==> src/common/dbr_pkg.sv <==
package dbr_pkg;
  localparam int          ADDR_W        = 12;
  localparam int          DATA_W        = 32;
  localparam int          THREADS       = 8;
  localparam int          BP_COUNT      = 4;
  // Register indices; byte address is four times the index
  localparam logic [9:0]  IDX_SSP       = 10'h012;
  localparam logic [9:0]  IDX_THREAD    = 10'h013;
  localparam logic [9:0]  IDX_REGSEL    = 10'h014;
  localparam logic [9:0]  IDX_CAUSE     = 10'h015;
  localparam logic [9:0]  IDX_RBP       = 10'h09C;
  localparam logic [9:0]  IDX_IRQ_STAT  = 10'h0A0;
  localparam logic [9:0]  IDX_IRQ_CLR   = 10'h0A1;
  localparam logic [9:0]  IDX_IRQ_EN    = 10'h0A2;
  // Field positions and widths
  localparam int          THREAD_LSB    = 0;
  localparam int          REGSEL_LSB    = 0;
  localparam int          CAUSE_CODE_LSB = 0;
  localparam int          CAUSE_THR_LSB = 8;
  localparam int          CAUSE_IDX_LSB = 16;
  localparam int          RBP_EN_BIT    = 0;
  localparam int          RBP_COND_BIT  = 1;
  localparam int          RBP_MASK_LSB  = 16;
  localparam int          IRQ_ENTRY_BIT = 0;
  localparam int          IRQ_RBP_BIT   = 1;
  localparam int          IRQ_W         = 2;
  // Cause codes
  localparam logic [2:0]  CAUSE_NONE    = 3'h0;
  localparam logic [2:0]  CAUSE_HOST    = 3'h1;
  localparam logic [2:0]  CAUSE_DEBUG_CALL_INSTRUCTION   = 3'h2;
  localparam logic [2:0]  CAUSE_IBP     = 3'h3;
  localparam logic [2:0]  CAUSE_DWP     = 3'h4;
  localparam logic [2:0]  CAUSE_RWP     = 3'h5;
  // Reset values and bus response codes
  localparam logic [31:0] SSP_RST       = 32'h0000_0000;
  localparam logic [7:0]  THREAD_RST    = 8'h00;
  localparam logic [4:0]  REGSEL_RST    = 5'h00;
  localparam logic [7:0]  MASK_RST      = 8'h00;
  localparam logic [1:0]  RESP_OKAY     = 2'h0;
  localparam logic [1:0]  RESP_DECERR   = 2'h3;

  typedef struct packed {
    logic [1:0] bp_index;
    logic [7:0] thread;
    logic [2:0] code;
  } dbr_cause_type;

  typedef enum logic [1:0] {
    WR_COLLECT = 2'b00,
    WR_COMMIT  = 2'b01,
    WR_RESP    = 2'b11
  } dbr_wr_state_type;
endpackage

==> src/design/dbr_debug_regs.sv <==
// Register access over AXI4-Lite is this design's own decision.
`timescale 1ns/1ps
module dbr_debug_regs (
  input  wire logic                   clock_i,
  input  wire logic                   resetn_i,
  input  wire logic                   s_axi_awvalid_i,
  input  wire logic [dbr_pkg::ADDR_W-1:0] s_axi_awaddr_i,
  output logic                        s_axi_awready_o,
  input  wire logic                   s_axi_wvalid_i,
  input  wire logic [31:0]            s_axi_wdata_i,
  input  wire logic [3:0]             s_axi_wstrb_i,
  output logic                        s_axi_wready_o,
  output logic                        s_axi_bvalid_o,
  output logic [1:0]                  s_axi_bresp_o,
  input  wire logic                   s_axi_bready_i,
  input  wire logic                   s_axi_arvalid_i,
  input  wire logic [dbr_pkg::ADDR_W-1:0] s_axi_araddr_i,
  output logic                        s_axi_arready_o,
  output logic                        s_axi_rvalid_o,
  output logic [31:0]                 s_axi_rdata_o,
  output logic [1:0]                  s_axi_rresp_o,
  input  wire logic                   s_axi_rready_i,
  input  wire logic                   debug_mode_i,
  input  wire logic                   host_req_i,
  input  wire logic                   debug_call_instruction_i,
  input  wire logic [7:0]             debug_call_instruction_thread_i,
  input  wire logic [3:0]             ibp_hit_i,
  input  wire logic [7:0]             ibp_thread_i,
  input  wire logic [3:0]             dwp_hit_i,
  input  wire logic [7:0]             dwp_thread_i,
  input  wire logic [7:0]             rbp_cond_a_i,
  input  wire logic [7:0]             rbp_cond_b_i,
  output logic                        debug_entry_o,
  output dbr_pkg::dbr_cause_type      cause_o,
  output logic [7:0]                  thread_sel_o,
  output logic [4:0]                  reg_sel_o,
  output logic [7:0]                  rbp_hit_o,
  output logic                        irq_o
);
  import dbr_pkg::*;

  function automatic logic [2:0] lowest_set(input logic [7:0] v);
    lowest_set = 3'h0;
    for (int i = 7; i >= 0; i--) begin
      if (v[i]) begin
        lowest_set = 3'(i);
      end
    end
  endfunction

  function automatic logic [31:0] merge(input logic [31:0] old, input logic [31:0] nw, input logic [3:0] strb);
    for (int b = 0; b < 4; b++) begin
      old[8*b +: 8] = strb[b] ? nw[8*b +: 8] : old[8*b +: 8];
    end
    merge = old;
  endfunction

  function automatic logic mapped(input logic [9:0] idx);
    mapped = (idx == IDX_SSP) || (idx == IDX_THREAD) || (idx == IDX_REGSEL) || (idx == IDX_CAUSE) ||
             (idx == IDX_RBP) || (idx == IDX_IRQ_STAT) || (idx == IDX_IRQ_CLR) || (idx == IDX_IRQ_EN);
  endfunction

  // Bus write side
  dbr_wr_state_type   wr_state_reg, wr_state_next;
  logic               aw_held_reg, aw_held_next;
  logic               w_held_reg, w_held_next;
  logic [9:0]         wr_idx_reg, wr_idx_next;
  logic [31:0]        wdata_reg, wdata_next;
  logic [3:0]         wstrb_reg, wstrb_next;
  logic               awready_reg, awready_next;
  logic               wready_reg, wready_next;
  logic               bvalid_reg, bvalid_next;
  logic [1:0]         bresp_reg, bresp_next;
  logic               commit;

  always_comb begin
    wr_state_next = wr_state_reg;
    aw_held_next  = aw_held_reg;
    w_held_next   = w_held_reg;
    wr_idx_next   = wr_idx_reg;
    wdata_next    = wdata_reg;
    wstrb_next    = wstrb_reg;
    bvalid_next   = bvalid_reg;
    bresp_next    = bresp_reg;
    commit        = 1'b0;
    case (wr_state_reg)
      WR_COLLECT: begin
        if (s_axi_awvalid_i && awready_reg) begin
          aw_held_next = 1'b1;
          wr_idx_next  = s_axi_awaddr_i[11:2];
        end
        if (s_axi_wvalid_i && wready_reg) begin
          w_held_next = 1'b1;
          wdata_next  = s_axi_wdata_i;
          wstrb_next  = s_axi_wstrb_i;
        end
        if (aw_held_next && w_held_next) begin
          wr_state_next = WR_COMMIT;
        end
      end
      WR_COMMIT: begin
        commit        = 1'b1;
        aw_held_next  = 1'b0;
        w_held_next   = 1'b0;
        bvalid_next   = 1'b1;
        bresp_next    = mapped(wr_idx_reg) ? RESP_OKAY : RESP_DECERR;
        wr_state_next = WR_RESP;
      end
      WR_RESP: begin
        if (s_axi_bready_i) begin
          bvalid_next   = 1'b0;
          wr_state_next = WR_COLLECT;
        end
      end
      default: begin
        wr_state_next = WR_COLLECT;
      end
    endcase
    awready_next = (wr_state_next == WR_COLLECT) && !aw_held_next;
    wready_next  = (wr_state_next == WR_COLLECT) && !w_held_next;
  end

  always_ff @(posedge clock_i or negedge resetn_i) begin
    if (!resetn_i) begin
      wr_state_reg <= WR_COLLECT;
      aw_held_reg  <= 1'b0;
      w_held_reg   <= 1'b0;
      wr_idx_reg   <= 10'h000;
      wdata_reg    <= 32'h0000_0000;
      wstrb_reg    <= 4'h0;
      awready_reg  <= 1'b0;
      wready_reg   <= 1'b0;
      bvalid_reg   <= 1'b0;
      bresp_reg    <= RESP_OKAY;
    end else begin
      wr_state_reg <= wr_state_next;
      aw_held_reg  <= aw_held_next;
      w_held_reg   <= w_held_next;
      wr_idx_reg   <= wr_idx_next;
      wdata_reg    <= wdata_next;
      wstrb_reg    <= wstrb_next;
      awready_reg  <= awready_next;
      wready_reg   <= wready_next;
      bvalid_reg   <= bvalid_next;
      bresp_reg    <= bresp_next;
    end
  end

  // Register file and debug event logic
  logic [31:0]        ssp_reg, ssp_next;
  logic [7:0]         thread_reg, thread_next;
  logic [4:0]         regsel_reg, regsel_next;
  dbr_cause_type      cause_reg, cause_next;
  logic [7:0]         mask_reg, mask_next;
  logic               cond_reg, cond_next;
  logic               en_reg, en_next;
  logic [IRQ_W-1:0]   stat_reg, stat_next;
  logic [IRQ_W-1:0]   irq_en_reg, irq_en_next;
  logic               entry_reg, entry_next;
  logic [7:0]         rbp_hit_reg, rbp_hit_next;
  logic               irq_reg, irq_next;
  logic [7:0]         rbp_fire;
  logic               entry;
  logic               dbg_wr;
  logic [31:0]        wmerged;
  logic [2:0]         ibp_low, dwp_low;

  always_comb begin
    ssp_next     = ssp_reg;
    thread_next  = thread_reg;
    regsel_next  = regsel_reg;
    cause_next   = cause_reg;
    mask_next    = mask_reg;
    cond_next    = cond_reg;
    en_next      = en_reg;
    irq_en_next  = irq_en_reg;
    // Condition B chosen by the control bit, gated by enable and mask
    rbp_fire     = (en_reg ? 8'hFF : 8'h00) & mask_reg & (cond_reg ? rbp_cond_b_i : rbp_cond_a_i);
    entry        = !debug_mode_i && (host_req_i || debug_call_instruction_i || (|ibp_hit_i) || (|dwp_hit_i) || (|rbp_fire));
    // Only four comparators per kind, so the top bit of the index is always zero
    ibp_low      = lowest_set({4'h0, ibp_hit_i});
    dwp_low      = lowest_set({4'h0, dwp_hit_i});
    // Debug fields ignore writes outside debug mode; irq registers stay open
    dbg_wr       = commit && debug_mode_i;
    wmerged      = 32'h0000_0000;
    stat_next    = stat_reg;
    case (wr_idx_reg)
      IDX_SSP:    wmerged = merge(ssp_reg, wdata_reg, wstrb_reg);
      IDX_THREAD: wmerged = merge({24'h00_0000, thread_reg}, wdata_reg, wstrb_reg);
      IDX_REGSEL: wmerged = merge({27'h000_0000, regsel_reg}, wdata_reg, wstrb_reg);
      IDX_CAUSE:  wmerged = merge({14'h0000, cause_reg.bp_index, cause_reg.thread, 5'h00, cause_reg.code},
                                  wdata_reg, wstrb_reg);
      IDX_RBP:    wmerged = merge({8'h00, mask_reg, 14'h0000, cond_reg, en_reg}, wdata_reg, wstrb_reg);
      IDX_IRQ_EN: wmerged = merge({30'h0000_0000, irq_en_reg}, wdata_reg, wstrb_reg);
      IDX_IRQ_CLR: wmerged = merge(32'h0000_0000, wdata_reg, wstrb_reg);
      default:    wmerged = 32'h0000_0000;
    endcase
    if (dbg_wr) begin
      case (wr_idx_reg)
        IDX_SSP:    ssp_next = wmerged;
        IDX_THREAD: thread_next = wmerged[THREAD_LSB +: 8];
        IDX_REGSEL: regsel_next = wmerged[REGSEL_LSB +: 5];
        IDX_CAUSE: begin
          cause_next.code     = wmerged[CAUSE_CODE_LSB +: 3];
          cause_next.thread   = wmerged[CAUSE_THR_LSB +: 8];
          cause_next.bp_index = wmerged[CAUSE_IDX_LSB +: 2];
        end
        IDX_RBP: begin
          mask_next = wmerged[RBP_MASK_LSB +: 8];
          cond_next = wmerged[RBP_COND_BIT];
          en_next   = wmerged[RBP_EN_BIT];
        end
        default: begin
        end
      endcase
    end
    if (commit && wr_idx_reg == IDX_IRQ_EN) begin
      irq_en_next = wmerged[IRQ_W-1:0];
    end
    if (commit && wr_idx_reg == IDX_IRQ_CLR) begin
      stat_next = stat_next & ~wmerged[IRQ_W-1:0];
    end
    // Hardware capture wins over a software write in the same cycle
    if (entry) begin
      if (host_req_i) begin
        cause_next = '{bp_index: 2'h0, thread: 8'h00, code: CAUSE_HOST};
      end else if (debug_call_instruction_i) begin
        cause_next = '{bp_index: 2'h0, thread: debug_call_instruction_thread_i, code: CAUSE_DEBUG_CALL_INSTRUCTION};
      end else if (|ibp_hit_i) begin
        cause_next = '{bp_index: ibp_low[1:0], thread: ibp_thread_i, code: CAUSE_IBP};
      end else if (|dwp_hit_i) begin
        cause_next = '{bp_index: dwp_low[1:0], thread: dwp_thread_i, code: CAUSE_DWP};
      end else begin
        cause_next = '{bp_index: 2'h0, thread: {5'h00, lowest_set(rbp_fire)}, code: CAUSE_RWP};
      end
    end
    entry_next   = entry;
    rbp_hit_next = rbp_fire;
    // Set wins over a clear landing in the same cycle
    stat_next[IRQ_ENTRY_BIT] = stat_next[IRQ_ENTRY_BIT] | entry;
    stat_next[IRQ_RBP_BIT]   = stat_next[IRQ_RBP_BIT] | (|rbp_fire);
    irq_next     = |(stat_next & irq_en_next);
  end

  always_ff @(posedge clock_i or negedge resetn_i) begin
    if (!resetn_i) begin
      ssp_reg     <= SSP_RST;
      thread_reg  <= THREAD_RST;
      regsel_reg  <= REGSEL_RST;
      cause_reg   <= '{bp_index: 2'h0, thread: 8'h00, code: CAUSE_NONE};
      mask_reg    <= MASK_RST;
      cond_reg    <= 1'b0;
      en_reg      <= 1'b0;
      stat_reg    <= '0;
      irq_en_reg  <= '0;
      entry_reg   <= 1'b0;
      rbp_hit_reg <= 8'h00;
      irq_reg     <= 1'b0;
    end else begin
      ssp_reg     <= ssp_next;
      thread_reg  <= thread_next;
      regsel_reg  <= regsel_next;
      cause_reg   <= cause_next;
      mask_reg    <= mask_next;
      cond_reg    <= cond_next;
      en_reg      <= en_next;
      stat_reg    <= stat_next;
      irq_en_reg  <= irq_en_next;
      entry_reg   <= entry_next;
      rbp_hit_reg <= rbp_hit_next;
      irq_reg     <= irq_next;
    end
  end

  // Bus read side: one beat in flight, answered the cycle after it is taken
  logic               arready_reg, arready_next;
  logic               rvalid_reg, rvalid_next;
  logic [31:0]        rdata_reg, rdata_next;
  logic [1:0]         rresp_reg, rresp_next;
  logic [9:0]         rd_idx;

  always_comb begin
    rvalid_next = rvalid_reg;
    rdata_next  = rdata_reg;
    rresp_next  = rresp_reg;
    rd_idx      = s_axi_araddr_i[11:2];
    if (rvalid_reg && s_axi_rready_i) begin
      rvalid_next = 1'b0;
    end
    if (s_axi_arvalid_i && arready_reg) begin
      rvalid_next = 1'b1;
      rresp_next  = mapped(rd_idx) ? RESP_OKAY : RESP_DECERR;
      case (rd_idx)
        IDX_SSP:      rdata_next = ssp_reg;
        IDX_THREAD:   rdata_next = {24'h00_0000, thread_reg};
        IDX_REGSEL:   rdata_next = {27'h000_0000, regsel_reg};
        IDX_CAUSE:    rdata_next = {14'h0000, cause_reg.bp_index, cause_reg.thread, 5'h00, cause_reg.code};
        IDX_RBP:      rdata_next = {8'h00, mask_reg, 14'h0000, cond_reg, en_reg};
        IDX_IRQ_STAT: rdata_next = {30'h0000_0000, stat_reg};
        IDX_IRQ_EN:   rdata_next = {30'h0000_0000, irq_en_reg};
        default:      rdata_next = 32'h0000_0000;
      endcase
    end
    arready_next = !rvalid_next;
  end

  always_ff @(posedge clock_i or negedge resetn_i) begin
    if (!resetn_i) begin
      arready_reg <= 1'b0;
      rvalid_reg  <= 1'b0;
      rdata_reg   <= 32'h0000_0000;
      rresp_reg   <= RESP_OKAY;
    end else begin
      arready_reg <= arready_next;
      rvalid_reg  <= rvalid_next;
      rdata_reg   <= rdata_next;
      rresp_reg   <= rresp_next;
    end
  end

  assign s_axi_awready_o = awready_reg;
  assign s_axi_wready_o  = wready_reg;
  assign s_axi_bvalid_o  = bvalid_reg;
  assign s_axi_bresp_o   = bresp_reg;
  assign s_axi_arready_o = arready_reg;
  assign s_axi_rvalid_o  = rvalid_reg;
  assign s_axi_rdata_o   = rdata_reg;
  assign s_axi_rresp_o   = rresp_reg;
  assign debug_entry_o   = entry_reg;
  assign cause_o         = cause_reg;
  assign thread_sel_o    = thread_reg;
  assign reg_sel_o       = regsel_reg;
  assign rbp_hit_o       = rbp_hit_reg;
  assign irq_o           = irq_reg;
endmodule

==> config.mk <==
export PLATFORM = sky130hd
export DESIGN_NAME = dbr_debug_regs
export DESIGN_NICKNAME = d
export VERILOG_FILES = /design/src/common/dbr_pkg.sv /design/src/design/dbr_debug_regs.sv
export SDC_FILE = /design/constraint.sdc
export NUM_CORES = 1
export LEC_CHECK = 0
export ABC_AREA = 1
export BUFFER_PORTS_ARGS = -buffer_cell sky130_fd_sc_hd__buf_2
export CAP_MARGIN = 10
export CELL_PAD_IN_SITES_DETAIL_PLACEMENT = 1
export CELL_PAD_IN_SITES_GLOBAL_PLACEMENT = 2
export CORE_ASPECT_RATIO = 2
export CORE_MARGIN = 2
export CORE_UTILIZATION = 31
export CTS_BUF_LIST = sky130_fd_sc_hd__clkbuf_16
export DETAILED_ROUTE_END_ITERATION = 8
export PLACE_DENSITY_LB_ADDON = 0.1
export SLEW_MARGIN = 20
export SYNTH_ARGS = -nofsm -noshare
export SYNTH_HDL_FRONTEND = slang
export SYNTH_SLANG_ARGS = --single-unit
==> constraint.sdc <==
create_clock -name clock_i -period 2.65 [get_ports clock_i]
set_clock_uncertainty 0.2 [all_clocks]
set_input_delay 0.3975 -clock clock_i [delete_from_list [all_inputs] [get_ports clock_i]]
set_output_delay 0.3975 -clock clock_i [all_outputs]
set_load 0.05 [all_outputs]
==> out/metrics.cfg <==
[die]
die_x_um = 126
core_area_um2 = 29300
dieArea_um2 = 31000
io_pins = 195
die_y_um = 247
core.rowCount = 89
start_util_pct = 31.3

[sta]
max_freq_mhz = 419
period_needed_ps = 2390
slew_headroom_pct = 57.8
tns_ps = 0
worstMarginPinSlew_ps = 632
fin_crit_sh_pct = 90.0
final-hold-violation-count = 0
layout_setup_ws_ps = 265
rsz0062_at_grt = no
setup_viol = 0
final_max_slew_viol_count = 0

[clocking]
cts.sinks = 171
cts_root_buffer = clkbuf_16
numCtsBuffers = 17
clk_path_buf_depth = 2
cts_tree = done
clock_latency_ps = 460
path_clk_slew_ps = 70
htree_levels = 4
postCtsSetupRepairBufs = 0

[cells_and_area]
design_area_um2 = 11700
multi_input_area_um2 = 4090
layoutNonFillerInstCount = 1840
final_cell_mix = nand2_1, buf_2, dfrtp_1
drive_gt1_share_pct = 22.7
syn2layout_area_growth_pct = 28.0
regArea_um2 = 4280
mostFrequentLayoutCell = nand2_1
nFillCells = 3684
diodes = 0
layout.nets = 1581

[logic_synthesis]
synth_top_area_share_pct = 46.7
yosys_warnings = 0
synth_edf_count = 0
synth.distinct_cells = 45
syn-cell-area_um2 = 9170
ys_ff_latch = 171
synth_area_leader_cell = dfrtp_1
syn_inst = 1211
syn_nets = 1329
async_reset_ff_share_pct = 100
synthFlopType = dfrtp_1
ys_seq_area_share_pct = 46.7
synth_area_leaders = dfrtp_1, nand2_1, inv_1
synth.avg_cell_area_um2 = 7.57

[placement]
placed_cells = 1763
io_buffer_count = 190
gp_congestion = 0.850
dp_worst_setup_slack_ps = 185
hpwl_mm = 26.7
place_area_um2 = 10700

[worst_setup_path]
cpPeakStageDelay_ps = 560
start_kind = register
critPathKind = reg -> reg
cp_cell_sequence = inv_1 -> nand2_1 -> nand4_1 -> nand2_1 -> nor2_2 -> nand3_2 -> nand3_1 -> o21ai_0 -> nand2_1 -> o21ai_1
crit_required_ps = 2830
cp_top_family = simple AND/OR/NAND/NOR gates
crit_top_cell = nand2_1
slowest_stage = dfrtp_1
crit_arrival_ps = 2570
crit_path_end_kind = register
critPathMaxFanout = 13
crit_buf_inv = 1

[grt]
first_global_vias = 9813
grtUsageTotal_pct = 23.0
grt_pass1_wl_mm = 54.4
grt_max_degree = 54
grt-ovfl-total = 0
antenna_found_initial = 0

[detailed_routing]
vias_per_cell = 4.98
wl_per_cell_um = 18.8
drtIter0Drc = 333
drc = 0
firstDrtPassIters = 4
totalWireLength_mm = 34.7
ant_nets = 0
routed-via-count = 9164

[power_and_ir_drop]
power_density_nw_per_um2 = 715
power.leakage_nw = 6.23
power_mw = 8.38
vdd_drop_max_mv = 0.480

[job]
drv_cap = 0

[min_path]
hold_class = in -> reg

[status]
status = finished clean

area by class of cell:
type | count | area share (%)
sequential | 171 | 36.5
multi-input combinational | 847 | 34.9
timing repair buffer | 275 | 14.9
inverter | 151 | 4.85
tap | 364 | 3.88
clock buffer | 17 | 3.63
clock inverter | 15 | 1.41
per-stage QoR:
stage	util [%]	hold WS, ps
2_1_floorplan	-	-98.1
3_3_place_gp	36.5	130
3_5_place_dp	36.5	134
4_1_cts	40.0	32.9
5_1_grt	40.0	54.0
6_report	40.0	45.8
cell usage after synthesis (all sizes together) (3+ instances only):
| library cell | n |
|---|---|
| nand2 | 363 |
| dfrtp | 171 |
| inv | 150 |
| nor2 | 126 |
| a21oi | 98 |
| o21ai | 97 |
| nand3 | 47 |
| buf | 28 |
| mux2 | 24 |
| o22ai | 24 |
| nor3 | 16 |
| nand4 | 15 |
| clkbuf | 14 |
| o211ai | 5 |
| o221ai | 5 |
| or2 | 5 |
| a22oi | 4 |
| nand3b | 4 |
| o21a | 3 |
worst reg2reg max path: stages, from the launching register on:
cell and delay (ps):
dfrtp_1 560, inv_1 180, nand2_1 90, nand4_1 240
nand2_1 210, nor2_2 50, nand3_2 80, nand3_1 190
o21ai_0 330, nand2_1 90, o21ai_1 100
per-layer routing:
layer	vias to the layer above	global-route usage, %	wire length [um]
met4	0	10.6	1380
met5	-	0	0
met2	191	42.7	18700
met1	4495	25.3	13400
met3	59	3.92	1150
li1	4419	-	-
cell families after synthesis:
kind of cell	share of synthesized area [%]
simple gates	27.0
buf+inv	8.72
mux	2.95
flops	46.7
compound gates	14.6
final timing paths:
check                                  start               to  slack, ps  cells past startpoint
max in group asynchronous           resetn_i    wdata_reg[15]       1370                      3
min in group asynchronous           resetn_i    wr_idx_reg[5]        210                      2
setup / recovery                    cond_reg      cause_o[10]        260                     10
hold reg to reg               s_axi_rvalid_o  s_axi_arready_o        280                      1
hold / removal             s_axi_wdata_i[10]    wdata_reg[10]         50                      3
setup reg to reg                    cond_reg      cause_o[10]        260                     10
repair_timing:
item / 4_1_cts / 5_1_grt
endpoints found under the setup margin: 0 / 2
endpoints found under the hold margin: 75 / 0
resized for setup: 0 / 1
hold buffers: 45 / 0
where the power goes:
group	switching, mW	leakage [nW]	internal, mW
registers	0.333	2.14	3.06
clock network	1.29	0.288	1.28
logic	1.60	3.80	0.825
total	3.23	6.23	5.16
(Power assumes the default switching activity.)
